## src/logic/rsfr_pkg.sv

```systemverilog
// constants, carriers and state codes of the serial frame receiver
package rsfr_pkg;

	localparam int CLOCK_HZ        = 100_000_000;
	localparam int BASE_HZ         = 2_995_200;
	localparam int TIMEOUT_STEP_MS = 100;
	localparam int TIMEOUT_STEP_CYC_DEF = CLOCK_HZ / 1000 * TIMEOUT_STEP_MS;

	localparam int                PHASE_W   = 27;
	localparam logic [PHASE_W-1:0] PHASE_INC = PHASE_W'(BASE_HZ);
	localparam logic [PHASE_W-1:0] PHASE_MOD = PHASE_W'(CLOCK_HZ);

	localparam logic [7:0] CHAR_START = 8'h3A;
	localparam logic [7:0] CHAR_CR    = 8'h0D;
	localparam logic [7:0] CHAR_LF    = 8'h0A;
	localparam logic [2:0] ADDR_TOP   = 3'h6;
	localparam logic [1:0] ADDR_LOW   = 2'h0;
	localparam logic [7:0] TYPE_CFG   = 8'h65;
	localparam logic [7:0] TYPE_CMD   = 8'h67;
	localparam logic [2:0] PAY_LAST   = 3'h7;
	localparam logic [1:0] STRAP_SETTLE = 2'h2;

	localparam logic [15:0] DIV_MIN = 16'h001A;
	localparam logic [15:0] DIV_MAX = 16'h09C0;
	localparam logic [15:0] DIV_DEF = 16'h009C;
	localparam logic [1:0]  PAR_NONE = 2'h0;
	localparam logic [1:0]  PAR_ODD  = 2'h2;
	localparam logic [7:0]  PAR_MAX  = 8'h02;
	localparam logic [7:0]  TO_MIN   = 8'h01;
	localparam logic [7:0]  TO_MAX   = 8'h32;
	localparam logic [7:0]  TO_DEF   = 8'h0A;

	localparam logic [7:0] REG_CTRL = 8'h00;
	localparam logic [7:0] REG_DIV  = 8'h04;
	localparam logic [7:0] REG_PAR  = 8'h08;
	localparam logic [7:0] REG_TO   = 8'h0C;
	localparam logic [7:0] REG_STAT = 8'h10;
	localparam logic [7:0] REG_CNT  = 8'h14;
	localparam int CTRL_EN_BIT    = 0;
	localparam int CTRL_CLR_BIT   = 1;
	localparam int STAT_STRAP_LSB = 0;
	localparam int STAT_ADDR_LSB  = 8;
	localparam int STAT_PEND_BIT  = 16;
	localparam int STAT_BUSY_BIT  = 17;
	localparam int CNT_DROP_LSB   = 16;
	localparam logic [1:0] RESP_OKAY   = 2'h0;
	localparam logic [1:0] RESP_DECERR = 2'h3;
	localparam int FIFO_DEPTH = 8;

	typedef struct packed {
		logic [15:0] divisor;
		logic [1:0]  parity;
		logic [7:0]  timeout;
	} rsfr_cfg_type;

	localparam rsfr_cfg_type CFG_DEF = '{divisor: DIV_DEF, parity: PAR_NONE, timeout: TO_DEF};

	typedef logic [7:0][7:0] rsfr_payload_type;

	typedef enum logic [4:0] {
		U_IDLE  = 5'h01,
		U_START = 5'h02,
		U_DATA  = 5'h04,
		U_PAR   = 5'h08,
		U_STOP  = 5'h10
	} rsfr_uart_state_type;

	typedef enum logic [6:0] {
		F_IDLE = 7'h01,
		F_ADDR = 7'h02,
		F_TYPE = 7'h04,
		F_PAY  = 7'h08,
		F_CSUM = 7'h10,
		F_CR   = 7'h20,
		F_LF   = 7'h40
	} rsfr_frame_state_type;

endpackage : rsfr_pkg

```

## src/logic/rsfr_fifo.sv

```systemverilog
// flip-flop FIFO with valid/ready on both sides
module rsfr_fifo
	import rsfr_pkg::*;
#(
	parameter int WIDTH = 64, // word width
	parameter int DEPTH = 8   // words, power of two
) (
	input  wire logic             clock,     // system clock
	input  wire logic             reset_n,   // async reset, active low
	input  wire logic             in_valid,  // word offered
	output logic                  in_ready,  // room for a word
	input  wire logic [WIDTH-1:0] in_data,   // word in
	output logic                  out_valid, // word available
	input  wire logic             out_ready, // drain accepts
	output logic      [WIDTH-1:0] out_data   // oldest word
);

	localparam int AW = $clog2(DEPTH);

	logic [WIDTH-1:0] mem_q [DEPTH];
	logic [AW-1:0]    wr_ptr_q;
	logic [AW-1:0]    rd_ptr_q;
	logic [AW:0]      count_q;
	logic             push;
	logic             pop;

	assign in_ready  = count_q != (AW+1)'(DEPTH);
	assign out_valid = count_q != '0;
	assign out_data  = mem_q[rd_ptr_q];
	assign push      = in_valid && in_ready;
	assign pop       = out_valid && out_ready;

	always_ff @(posedge clock) begin
		if (push) begin
			mem_q[wr_ptr_q] <= in_data;
		end
	end

	always_ff @(posedge clock or negedge reset_n) begin
		if (!reset_n) begin
			wr_ptr_q <= '0;
			rd_ptr_q <= '0;
			count_q  <= '0;
		end else begin
			if (push) begin
				wr_ptr_q <= wr_ptr_q + 1'b1;
			end
			if (pop) begin
				rd_ptr_q <= rd_ptr_q + 1'b1;
			end
			if (push && !pop) begin
				count_q <= count_q + 1'b1;
			end else if (pop && !push) begin
				count_q <= count_q - 1'b1;
			end
		end
	end

endmodule : rsfr_fifo

```

## src/logic/rsfr_top.sv

```systemverilog
// serial command frame receiver with AXI4-Lite control
// Operation
// - A colon byte starts every frame.
// - A colon during reception drops the partial frame and restarts.
// - Address byte is 110, three strap bits, then 00.
// - Type 0x65 is link configuration, 0x67 is a command; any other type drops the frame.
// - Exactly eight payload bytes follow the type, then the checksum.
// - Frame closes with carriage return then line feed.
// - Address, type, payload and checksum sum to zero modulo 256.
// - Config payload: divisor, parity code, timeout, four unused bytes.
// - Divisor 26 to 2496, bit rate 2995200 over divisor, default 156.
// - Timeout 1 to 50 tenths of a second, default 10; gap drops frame.
// - Straps sampled at start-up set address and stored configuration page.
// - Multi-byte payload values arrive least significant byte first.
module rsfr_top
	import rsfr_pkg::*;
#(
	parameter int TIMEOUT_STEP_CYC = TIMEOUT_STEP_CYC_DEF // cycles per timeout step
) (
	input  wire logic             CLOCK,                // system clock
	input  wire logic             RESET_N,              // async reset
	input  wire logic             SERIAL_PAIR_POSITIVE, // line, true side
	input  wire logic             SERIAL_PAIR_NEGATIVE, // line, inverted side
	input  wire logic [2:0]       ADDR_STRAP,           // address straps
	output logic      [2:0]       CONFIG_PAGE,          // stored page to load
	output logic                  CONFIG_LOAD,          // page load pulse
	output logic                  CMD_VALID,            // payload offered
	input  wire logic             CMD_READY,            // handler accepts
	output rsfr_payload_type      CMD_PAYLOAD,          // byte 0 in bits 7:0
	input  wire logic             AWVALID,              // axi write address
	output logic                  AWREADY,              // axi
	input  wire logic [7:0]       AWADDR,               // axi
	input  wire logic             WVALID,               // axi write data
	output logic                  WREADY,               // axi
	input  wire logic [31:0]      WDATA,                // axi
	input  wire logic [3:0]       WSTRB,                // axi
	output logic                  BVALID,               // axi write response
	input  wire logic             BREADY,               // axi
	output logic      [1:0]       BRESP,                // axi
	input  wire logic             ARVALID,              // axi read address
	output logic                  ARREADY,              // axi
	input  wire logic [7:0]       ARADDR,               // axi
	output logic                  RVALID,               // axi read data
	input  wire logic             RREADY,               // axi
	output logic      [31:0]      RDATA,                // axi
	output logic      [1:0]       RRESP                 // axi
);

	function automatic logic div_ok(input logic [15:0] v);
		div_ok = v >= DIV_MIN && v <= DIV_MAX;
	endfunction : div_ok

	function automatic logic par_ok(input logic [7:0] v);
		par_ok = v <= PAR_MAX;
	endfunction : par_ok

	function automatic logic to_ok(input logic [7:0] v);
		to_ok = v >= TO_MIN && v <= TO_MAX;
	endfunction : to_ok

	function automatic logic addr_ok(input logic [7:0] a);
		addr_ok = a == REG_CTRL || a == REG_DIV || a == REG_PAR ||
			a == REG_TO || a == REG_STAT || a == REG_CNT;
	endfunction : addr_ok

	function automatic logic [31:0] wmerge(input logic [31:0] old, input logic [31:0] nw,
		input logic [3:0] strb);
		for (int i = 0; i < 4; i++) begin
			old[i*8 +: 8] = strb[i] ? nw[i*8 +: 8] : old[i*8 +: 8];
		end
		wmerge = old;
	endfunction : wmerge

	logic [1:0]           pos_sync_q;
	logic [1:0]           neg_sync_q;
	logic [2:0]           strap_m_q;
	logic [2:0]           strap_s_q;
	logic                 line;
	logic [1:0]           strap_age_q;
	logic                 strap_done_q;
	logic [2:0]           strap_q;
	logic                 load_q;
	logic [7:0]           own_addr;
	logic [PHASE_W-1:0]   phase_q;
	logic                 base_tick_q;
	rsfr_cfg_type         cfg_q;
	rsfr_uart_state_type  uart_q;
	logic [15:0]          tick_cnt_q;
	logic [2:0]           bit_idx_q;
	logic [7:0]           shift_q;
	logic                 par_err_q;
	logic                 byte_v_q;
	logic                 byte_err_q;
	logic [7:0]           byte_q;
	rsfr_frame_state_type frame_q;
	logic                 bad_q;
	logic [7:0]           sum_q;
	logic [7:0]           type_q;
	logic [2:0]           idx_q;
	rsfr_payload_type     pay_q;
	logic                 cmd_hit_q;
	logic                 cfg_hit_q;
	logic                 good_ev_q;
	logic                 drop_ev_q;
	logic [31:0]          gap_cyc_q;
	logic [7:0]           gap_step_q;
	logic                 timeout_hit;
	logic                 pend_q;
	logic                 fifo_in_ready;
	logic                 fifo_out_valid;
	logic                 fifo_out_ready;
	logic [63:0]          fifo_out_data;
	logic                 out_valid_q;
	rsfr_payload_type     out_data_q;
	logic                 rx_en_q;
	logic [15:0]          good_cnt_q;
	logic [15:0]          drop_cnt_q;
	logic [7:0]           aw_addr_q;
	logic [31:0]          wdata_q;
	logic [3:0]           wstrb_q;
	logic                 awready_q;
	logic                 wready_q;
	logic                 bvalid_q;
	logic [1:0]           bresp_q;
	logic                 arready_q;
	logic                 rvalid_q;
	logic [31:0]          rdata_q;
	logic [1:0]           rresp_q;
	logic                 wr_go;
	logic [31:0]          ctrl_w;
	logic [31:0]          div_w;
	logic [31:0]          par_w;
	logic [31:0]          to_w;
	logic                 clr_cnt;
	logic [31:0]          rd_word;

	// pins pass two flops; only the second stage is read
	always_ff @(posedge CLOCK or negedge RESET_N) begin
		if (!RESET_N) begin
			pos_sync_q <= 2'h3;
			neg_sync_q <= 2'h0;
			strap_m_q  <= 3'h0;
			strap_s_q  <= 3'h0;
		end else begin
			pos_sync_q <= {pos_sync_q[0], SERIAL_PAIR_POSITIVE};
			neg_sync_q <= {neg_sync_q[0], SERIAL_PAIR_NEGATIVE};
			strap_m_q  <= ADDR_STRAP;
			strap_s_q  <= strap_m_q;
		end
	end

	// undriven pair (both sides equal) reads as idle mark
	assign line = (pos_sync_q[1] == neg_sync_q[1]) ? 1'b1 : pos_sync_q[1];

	// straps caught once, after the synchroniser has settled
	always_ff @(posedge CLOCK or negedge RESET_N) begin
		if (!RESET_N) begin
			strap_age_q  <= 2'h0;
			strap_done_q <= 1'b0;
			strap_q      <= 3'h0;
			load_q       <= 1'b0;
		end else begin
			load_q <= 1'b0;
			if (!strap_done_q) begin
				if (strap_age_q == STRAP_SETTLE) begin
					strap_q      <= strap_s_q;
					strap_done_q <= 1'b1;
					load_q       <= 1'b1;
				end else begin
					strap_age_q <= strap_age_q + 2'h1;
				end
			end
		end
	end

	assign own_addr = {ADDR_TOP, strap_q, ADDR_LOW};

	// base tick at 2995200 Hz from a phase accumulator, jitter one clock
	always_ff @(posedge CLOCK or negedge RESET_N) begin
		if (!RESET_N) begin
			phase_q     <= '0;
			base_tick_q <= 1'b0;
		end else if (phase_q >= PHASE_MOD - PHASE_INC) begin
			phase_q     <= phase_q - (PHASE_MOD - PHASE_INC);
			base_tick_q <= 1'b1;
		end else begin
			phase_q     <= phase_q + PHASE_INC;
			base_tick_q <= 1'b0;
		end
	end

	// byte receiver: one bit lasts divisor base ticks, sampled mid-bit
	always_ff @(posedge CLOCK or negedge RESET_N) begin
		if (!RESET_N) begin
			uart_q     <= U_IDLE;
			tick_cnt_q <= 16'h0000;
			bit_idx_q  <= 3'h0;
			shift_q    <= 8'h00;
			par_err_q  <= 1'b0;
			byte_v_q   <= 1'b0;
			byte_err_q <= 1'b0;
			byte_q     <= 8'h00;
		end else begin
			byte_v_q <= 1'b0;
			if (base_tick_q) begin
				case (uart_q)
					U_IDLE: begin
						tick_cnt_q <= 16'h0000;
						if (!line) begin
							uart_q <= U_START;
						end
					end
					U_START: begin
						if (tick_cnt_q == {1'b0, cfg_q.divisor[15:1]}) begin
							tick_cnt_q <= 16'h0000;
							bit_idx_q  <= 3'h0;
							par_err_q  <= 1'b0;
							uart_q     <= line ? U_IDLE : U_DATA;
						end else begin
							tick_cnt_q <= tick_cnt_q + 16'h0001;
						end
					end
					U_DATA: begin
						if (tick_cnt_q == cfg_q.divisor - 16'h0001) begin
							tick_cnt_q <= 16'h0000;
							shift_q    <= {line, shift_q[7:1]};
							bit_idx_q  <= bit_idx_q + 3'h1;
							if (bit_idx_q == PAY_LAST) begin
								uart_q <= (cfg_q.parity == PAR_NONE) ? U_STOP : U_PAR;
							end
						end else begin
							tick_cnt_q <= tick_cnt_q + 16'h0001;
						end
					end
					U_PAR: begin
						if (tick_cnt_q == cfg_q.divisor - 16'h0001) begin
							tick_cnt_q <= 16'h0000;
							par_err_q  <= (^{shift_q, line}) != (cfg_q.parity == PAR_ODD);
							uart_q     <= U_STOP;
						end else begin
							tick_cnt_q <= tick_cnt_q + 16'h0001;
						end
					end
					U_STOP: begin
						if (tick_cnt_q == cfg_q.divisor - 16'h0001) begin
							byte_v_q   <= 1'b1;
							byte_q     <= shift_q;
							byte_err_q <= par_err_q || !line;
							uart_q     <= U_IDLE;
						end else begin
							tick_cnt_q <= tick_cnt_q + 16'h0001;
						end
					end
					default: begin
						uart_q <= U_IDLE;
					end
				endcase
			end
		end
	end

	// inter-byte gap, counted in timeout steps while a frame is open
	always_ff @(posedge CLOCK or negedge RESET_N) begin
		if (!RESET_N) begin
			gap_cyc_q  <= 32'h0000_0000;
			gap_step_q <= 8'h00;
		end else if (frame_q == F_IDLE || byte_v_q) begin
			gap_cyc_q  <= 32'h0000_0000;
			gap_step_q <= 8'h00;
		end else if (gap_cyc_q == 32'(TIMEOUT_STEP_CYC - 1)) begin
			gap_cyc_q  <= 32'h0000_0000;
			gap_step_q <= gap_step_q + 8'h01;
		end else begin
			gap_cyc_q <= gap_cyc_q + 32'h0000_0001;
		end
	end

	assign timeout_hit = frame_q != F_IDLE && gap_step_q == cfg_q.timeout;

	// frame assembly; start refused while a finished frame waits for the fifo
	always_ff @(posedge CLOCK or negedge RESET_N) begin
		if (!RESET_N) begin
			frame_q   <= F_IDLE;
			bad_q     <= 1'b0;
			sum_q     <= 8'h00;
			type_q    <= 8'h00;
			idx_q     <= 3'h0;
			pay_q     <= '0;
			cmd_hit_q <= 1'b0;
			cfg_hit_q <= 1'b0;
			good_ev_q <= 1'b0;
			drop_ev_q <= 1'b0;
		end else begin
			cmd_hit_q <= 1'b0;
			cfg_hit_q <= 1'b0;
			good_ev_q <= 1'b0;
			drop_ev_q <= 1'b0;
			if (!rx_en_q || !strap_done_q) begin
				frame_q <= F_IDLE;
			end else if (timeout_hit) begin
				frame_q   <= F_IDLE;
				drop_ev_q <= 1'b1;
			end else if (byte_v_q) begin
				if (byte_err_q) begin
					frame_q   <= F_IDLE;
					drop_ev_q <= frame_q != F_IDLE;
				end else if (byte_q == CHAR_START) begin
					drop_ev_q <= frame_q != F_IDLE || pend_q;
					frame_q   <= pend_q ? F_IDLE : F_ADDR;
					bad_q     <= 1'b0;
					sum_q     <= 8'h00;
				end else begin
					case (frame_q)
						F_ADDR: begin
							bad_q   <= byte_q != own_addr;
							sum_q   <= byte_q;
							frame_q <= F_TYPE;
						end
						F_TYPE: begin
							type_q  <= byte_q;
							bad_q   <= bad_q || (byte_q != TYPE_CFG && byte_q != TYPE_CMD);
							sum_q   <= sum_q + byte_q;
							idx_q   <= 3'h0;
							frame_q <= F_PAY;
						end
						F_PAY: begin
							pay_q[idx_q] <= byte_q;
							sum_q        <= sum_q + byte_q;
							idx_q        <= idx_q + 3'h1;
							if (idx_q == PAY_LAST) begin
								frame_q <= F_CSUM;
							end
						end
						F_CSUM: begin
							sum_q   <= sum_q + byte_q;
							frame_q <= F_CR;
						end
						F_CR: begin
							frame_q   <= (byte_q == CHAR_CR) ? F_LF : F_IDLE;
							drop_ev_q <= byte_q != CHAR_CR;
						end
						F_LF: begin
							frame_q <= F_IDLE;
							if (byte_q == CHAR_LF && !bad_q && sum_q == 8'h00) begin
								good_ev_q <= 1'b1;
								cmd_hit_q <= type_q == TYPE_CMD;
								cfg_hit_q <= type_q == TYPE_CFG;
							end else begin
								drop_ev_q <= 1'b1;
							end
						end
						default: begin
							frame_q <= F_IDLE;
						end
					endcase
				end
			end
		end
	end

	// completed command frame waits here until the fifo has room
	always_ff @(posedge CLOCK or negedge RESET_N) begin
		if (!RESET_N) begin
			pend_q <= 1'b0;
		end else if (cmd_hit_q) begin
			pend_q <= 1'b1;
		end else if (fifo_in_ready) begin
			pend_q <= 1'b0;
		end
	end

	rsfr_fifo #(
		.WIDTH($bits(rsfr_payload_type)),
		.DEPTH(FIFO_DEPTH)
	) u_fifo (
		.clock    (CLOCK),
		.reset_n  (RESET_N),
		.in_valid (pend_q),
		.in_ready (fifo_in_ready),
		.in_data  (pay_q),
		.out_valid(fifo_out_valid),
		.out_ready(fifo_out_ready),
		.out_data (fifo_out_data)
	);

	assign fifo_out_ready = !out_valid_q || CMD_READY;

	always_ff @(posedge CLOCK or negedge RESET_N) begin
		if (!RESET_N) begin
			out_valid_q <= 1'b0;
			out_data_q  <= '0;
		end else if (fifo_out_valid && fifo_out_ready) begin
			out_valid_q <= 1'b1;
			out_data_q  <= fifo_out_data;
		end else if (CMD_READY) begin
			out_valid_q <= 1'b0;
		end
	end

	// link settings: a received config frame outranks a bus write
	always_ff @(posedge CLOCK or negedge RESET_N) begin
		if (!RESET_N) begin
			cfg_q <= CFG_DEF;
		end else if (cfg_hit_q) begin
			if (div_ok({pay_q[1], pay_q[0]})) begin
				cfg_q.divisor <= {pay_q[1], pay_q[0]};
			end
			if (par_ok(pay_q[2])) begin
				cfg_q.parity <= pay_q[2][1:0];
			end
			if (to_ok(pay_q[3])) begin
				cfg_q.timeout <= pay_q[3];
			end
		end else if (wr_go) begin
			if (aw_addr_q == REG_DIV && div_ok(div_w[15:0])) begin
				cfg_q.divisor <= div_w[15:0];
			end
			if (aw_addr_q == REG_PAR && par_ok(par_w[7:0])) begin
				cfg_q.parity <= par_w[1:0];
			end
			if (aw_addr_q == REG_TO && to_ok(to_w[7:0])) begin
				cfg_q.timeout <= to_w[7:0];
			end
		end
	end

	assign wr_go   = !awready_q && !wready_q && !bvalid_q;
	assign ctrl_w  = wmerge({31'h0000_0000, rx_en_q}, wdata_q, wstrb_q);
	assign div_w   = wmerge({16'h0000, cfg_q.divisor}, wdata_q, wstrb_q);
	assign par_w   = wmerge({30'h0000_0000, cfg_q.parity}, wdata_q, wstrb_q);
	assign to_w    = wmerge({24'h00_0000, cfg_q.timeout}, wdata_q, wstrb_q);
	assign clr_cnt = wr_go && aw_addr_q == REG_CTRL && ctrl_w[CTRL_CLR_BIT];

	always_ff @(posedge CLOCK or negedge RESET_N) begin
		if (!RESET_N) begin
			rx_en_q <= 1'b1;
		end else if (wr_go && aw_addr_q == REG_CTRL) begin
			rx_en_q <= ctrl_w[CTRL_EN_BIT];
		end
	end

	// an event in the clearing cycle still counts
	always_ff @(posedge CLOCK or negedge RESET_N) begin
		if (!RESET_N) begin
			good_cnt_q <= 16'h0000;
			drop_cnt_q <= 16'h0000;
		end else begin
			good_cnt_q <= (clr_cnt ? 16'h0000 : good_cnt_q) + {15'h0000, good_ev_q};
			drop_cnt_q <= (clr_cnt ? 16'h0000 : drop_cnt_q) + {15'h0000, drop_ev_q};
		end
	end

	// write channels taken in any order; response after both
	always_ff @(posedge CLOCK or negedge RESET_N) begin
		if (!RESET_N) begin
			aw_addr_q <= 8'h00;
			wdata_q   <= 32'h0000_0000;
			wstrb_q   <= 4'h0;
			awready_q <= 1'b1;
			wready_q  <= 1'b1;
			bvalid_q  <= 1'b0;
			bresp_q   <= RESP_OKAY;
		end else begin
			if (AWVALID && awready_q) begin
				aw_addr_q <= AWADDR;
				awready_q <= 1'b0;
			end
			if (WVALID && wready_q) begin
				wdata_q  <= WDATA;
				wstrb_q  <= WSTRB;
				wready_q <= 1'b0;
			end
			if (wr_go) begin
				bvalid_q <= 1'b1;
				bresp_q  <= addr_ok(aw_addr_q) ? RESP_OKAY : RESP_DECERR;
			end else if (bvalid_q && BREADY) begin
				bvalid_q  <= 1'b0;
				awready_q <= 1'b1;
				wready_q  <= 1'b1;
			end
		end
	end

	always_comb begin
		rd_word = 32'h0000_0000;
		case (ARADDR)
			REG_CTRL: rd_word[CTRL_EN_BIT] = rx_en_q;
			REG_DIV:  rd_word[15:0] = cfg_q.divisor;
			REG_PAR:  rd_word[1:0] = cfg_q.parity;
			REG_TO:   rd_word[7:0] = cfg_q.timeout;
			REG_STAT: begin
				rd_word[STAT_STRAP_LSB +: 3] = strap_q;
				rd_word[STAT_ADDR_LSB +: 8]  = own_addr;
				rd_word[STAT_PEND_BIT]       = pend_q;
				rd_word[STAT_BUSY_BIT]       = frame_q != F_IDLE;
			end
			REG_CNT: begin
				rd_word[15:0]               = good_cnt_q;
				rd_word[CNT_DROP_LSB +: 16] = drop_cnt_q;
			end
			default: rd_word = 32'h0000_0000;
		endcase
	end

	always_ff @(posedge CLOCK or negedge RESET_N) begin
		if (!RESET_N) begin
			arready_q <= 1'b1;
			rvalid_q  <= 1'b0;
			rdata_q   <= 32'h0000_0000;
			rresp_q   <= RESP_OKAY;
		end else if (ARVALID && arready_q) begin
			arready_q <= 1'b0;
			rvalid_q  <= 1'b1;
			rdata_q   <= rd_word;
			rresp_q   <= addr_ok(ARADDR) ? RESP_OKAY : RESP_DECERR;
		end else if (rvalid_q && RREADY) begin
			arready_q <= 1'b1;
			rvalid_q  <= 1'b0;
		end
	end

	assign CONFIG_PAGE = strap_q;
	assign CONFIG_LOAD = load_q;
	assign CMD_VALID   = out_valid_q;
	assign CMD_PAYLOAD = out_data_q;
	assign AWREADY     = awready_q;
	assign WREADY      = wready_q;
	assign BVALID      = bvalid_q;
	assign BRESP       = bresp_q;
	assign ARREADY     = arready_q;
	assign RVALID      = rvalid_q;
	assign RDATA       = rdata_q;
	assign RRESP       = rresp_q;

endmodule : rsfr_top

```

## config.mk

```make
export PLATFORM = sky130hd
export DESIGN_NAME = rsfr_top
export DESIGN_NICKNAME = d
export VERILOG_FILES = /design/src/logic/rsfr_pkg.sv /design/src/logic/rsfr_fifo.sv /design/src/logic/rsfr_top.sv
export SDC_FILE = /design/constraint.sdc
export NUM_CORES = 1
export LEC_CHECK = 0
export ABC_CLOCK_PERIOD_IN_PS = 11040
export BUFFER_PORTS_ARGS = -buffer_cell sky130_fd_sc_hd__buf_4
export CORE_UTILIZATION = 55
export CTS_CLUSTER_DIAMETER = 120
export DETAILED_ROUTE_END_ITERATION = 10
export MAX_ROUTING_LAYER = met4
export PLACE_DENSITY = 0.83
export SYNTH_ARGS = -nofsm -noshare
export SYNTH_HDL_FRONTEND = slang
export SYNTH_SLANG_ARGS = --single-unit
```

## constraint.sdc

```tcl
create_clock -name CLOCK -period 11.04 [get_ports CLOCK]
set_input_delay 2.76 -clock CLOCK [delete_from_list [all_inputs] [get_ports CLOCK]]
set_output_delay 2.76 -clock CLOCK [all_outputs]
set_load 0.02 [all_outputs]
```

==> results.txt <==
Syn avg cell area - 14.6 µm²
Fin nets - 2,915
R2R Path Start - byte_q[1]$_DFFE_PN0P_
# port buffers - 156
Max Cap Viol - 0
Clk sinks - 927
First-pass GRT wire length - 143,000 µm
Cells on worst reg2reg path - 7
Cell taking the most area after synthesis - edfxtp_1
Min-delay src - strap_m_q[2]$_DFF_PN0_
Kind of critical path - input port to register
Post-CTS setup buffer count - 0
Wire per inst - 24.5 µm
Final instance area - 0.0445 mm²
HPWL after detailed placement - 54,600 µm
Initial Util - 0.557
Die ar. - 0.0719 mm²
Synth warn - 0
Max clock buf depth - 3
ANT nets after route - 0
Share of layout cells above drive strength 1 - 0.227
Post-cts sizing count - 0
Crit path arrival time - 5.04 ns
Final wirelength - 94,100 µm
Clk Latency, worst-skew pair - 0.67 ns
TritonCTS clock tree - yes
Leak Pwr - 15.7 nW
Number of synthesized register bits - 927
Antenna violations before repair - 0
Synth area leaders - edfxtp_1, dfrtp_1, mux4_2
Register area - 0.0258 mm²
Worst slew margin - 0.227
Dpl cell area - 0.0412 mm²
Mapped Cells - 2,671
Final setup fails - 0
Cell variety after synth - 81
Die X - 268 µm
Synth-to-Final Area Change - 14.1%
Main synth FF type - edfxtp_1
Syn Nets - 2,766
CP required - 11.58 ns
Fin crit period - 4.50 ns
CP endpoint kind - register
Most common cell in the netlist - edfxtp_1
Worst R2R Setup Slack - 7.18 ns
Pwr dens - 186 mW/mm²
Final Hold Violating Endpoints - 0
Sequential fraction of the synthesis area - 0.661
Initial DRC count - 2,512
Top-area cell type share of the netlist area - 0.395
RSZ-0062 raised after global routing - no
Final hold slack - 0.334 ns
Gp weighted congestion - 0.889
Routed vias/inst - 6.17
Fin crit share - 0.408
Worst Hold End - strap_s_q[2]$_DFF_PN0_
Core area - 0.0700 mm²
FF-to-FF End - sum_q[7]$_DFFE_PN0P_
Largest net degree at the start of global routing - 195
Root buffer cell - clkbuf_16
Worst min-delay path class - register to register
Area of the multi-input gates - 0.0126 mm²
Gr usage total - 0.272
Async SR Flop Fraction - 0.448
Final setup TNS - 0 ns
Hold-fix buffers, CTS - 0
Via Count - 23,700
Fill count - 4,770
Max-slew violations - 0
Commonest cells in the netlist - edfxtp_1, dfrtp_1, nor2_1
# IOs - 175
1st-pass router iterations - 6
Status - finished clean
Vias in the first global route - 24,400
Synth Cell Area - 0.0390 mm²
Post-synth EDFFs - 512
Crit-path max FO - 64
Die height - 268 µm
Cts bufs inserted - 91
GRT Residual Overflow - 0
Clock Skew - 0.0374 ns
Drt drc - 0
Worst hold path cell count - 0
Clk slew on worst S/H paths - 0.06 ns
# rows - 97
Worst slew pin tran - 1.16 ns
Final Worst Setup Slack - 6.54 ns
VDD IR max - 0.144 mV
Worst slack, placed - 5.86 ns
CTS H-tree lvls - 3
CP startpoint kind - input port
Fmax - 222 MHz
[state kept, by name, indices dropped and copies added, names as in the netlist, 7 cells and up]
signal and count:
drop_cnt_q 16, pay_q 64, gap_cyc_q 32, CMD_PAYLOAD 64
good_cnt_q 16, phase_q 19, frame_q 7, cfg_q 26
type_q 8, gap_step_q 8, u_fifo.mem_q 512, aw_addr_q 8
byte_q 8, sum_q 8, shift_q 8, wdata_q 16
tick_cnt_q 16, RDATA 32
[cell families (layout without fill, tap and decap cells)]
family          Yosys count  in the layout  synth area share
compound gates          356            356            0.0579
fa+ha+maj                30             30            0.0100
flops                   927            927             0.661
buf+inv                 185            412            0.0182
xor+xnor                145            145            0.0326
mux                     342            342             0.133
other cells               0              2                 0
simple gates            686            686            0.0866
[worst max-delay path by stage]
stage,start,end,slack [ns],cells past startpoint
after floorplan,u_fifo.count_q[0]$_DFFE_PN0P_,u_fifo.mem_q[2][0]$_DFFE_PP_,3.04,4
final,CMD_READY,u_fifo.count_q[3]$_DFFE_PN0P_,6.54,13
after detailed placement,CMD_READY,u_fifo.count_q[3]$_DFFE_PN0P_,5.86,13
after global placement,CMD_READY,u_fifo.count_q[3]$_DFFE_PN0P_,5.87,13
after global routing,CMD_READY,u_fifo.count_q[3]$_DFFE_PN0P_,6.34,13
after CTS,CMD_READY,u_fifo.count_q[3]$_DFFE_PN0P_,6.56,13
[per-layer routing]
metal / GRT usage / wire [µm] / share of wire
met1: 0.334 / 36200 / 0.38
met2: 0.450 / 48000 / 0.51
met3: 0.0492 / 6610 / 0.070
met4: 0.108 / 3350 / 0.036
met5: - / 0 / 0
[final cells by class]
cell class	count	area share
tap	940	0.0264
multi-input combinational	1559	0.282
clock buffer	114	0.0563
inverter	47	0.00397
clock inverter	57	0.0176
timing repair buffer	194	0.0335
antenna	2	0.000113
sequential	927	0.580
[power by group]
group / switching, mW / internal (mW) / total, mW
Sequential: 0.247 / 3.72 / 3.96
Clock: 1.38 / 1.96 / 3.34
Combinational: 0.508 / 0.455 / 0.963
[layout by cell type, fill, tap and decap left out, drive strengths merged, types with 13 or more instances in the layout]
| cell | n |
|---|---|
| a21oi | 118 |
| a22oi | 13 |
| nor4 | 27 |
| or3 | 23 |
| o21ai | 92 |
| xnor2 | 69 |
| nor2b | 21 |
| dfrtp | 401 |
| buf | 194 |
| clkbuf | 114 |
| xor2 | 76 |
| nor3 | 46 |
| edfxtp | 512 |
| dfstp | 14 |
| nor2 | 217 |
| mux4 | 129 |
| inv | 50 |
| nand4 | 26 |
| clkinv | 34 |
| bufinv | 14 |
| nand2 | 172 |
| and3 | 21 |
| a31oi | 14 |
| nand3 | 50 |
| a22o | 31 |
| mux2 | 127 |
| o31ai | 15 |
| mux2i | 86 |
| ha | 28 |
[per-stage QoR]
stage	cells	total power [mW]	utilization
global route	3838	8.53	0.635
floorplan	2671	4.69	-
finish	3840	8.27	0.635
global placement	3667	4.96	0.588
detailed placement	3667	4.99	0.588
CTS	3838	8.31	0.635
[critical path: stages]
cell	delay, ns
buf_4	0.08
inv_1	0.05
a21oi_4	0.13
buf_4	0.56
inv_1	0.10
ha_1	0.26
inv_1	0.13
ha_1	0.25
a21o_1	0.17
a21oi_1	0.19
xnor2_1	0.14
nor2_1	0.07
xor2_1	0.15
Power figures use the tool's default switching activity.
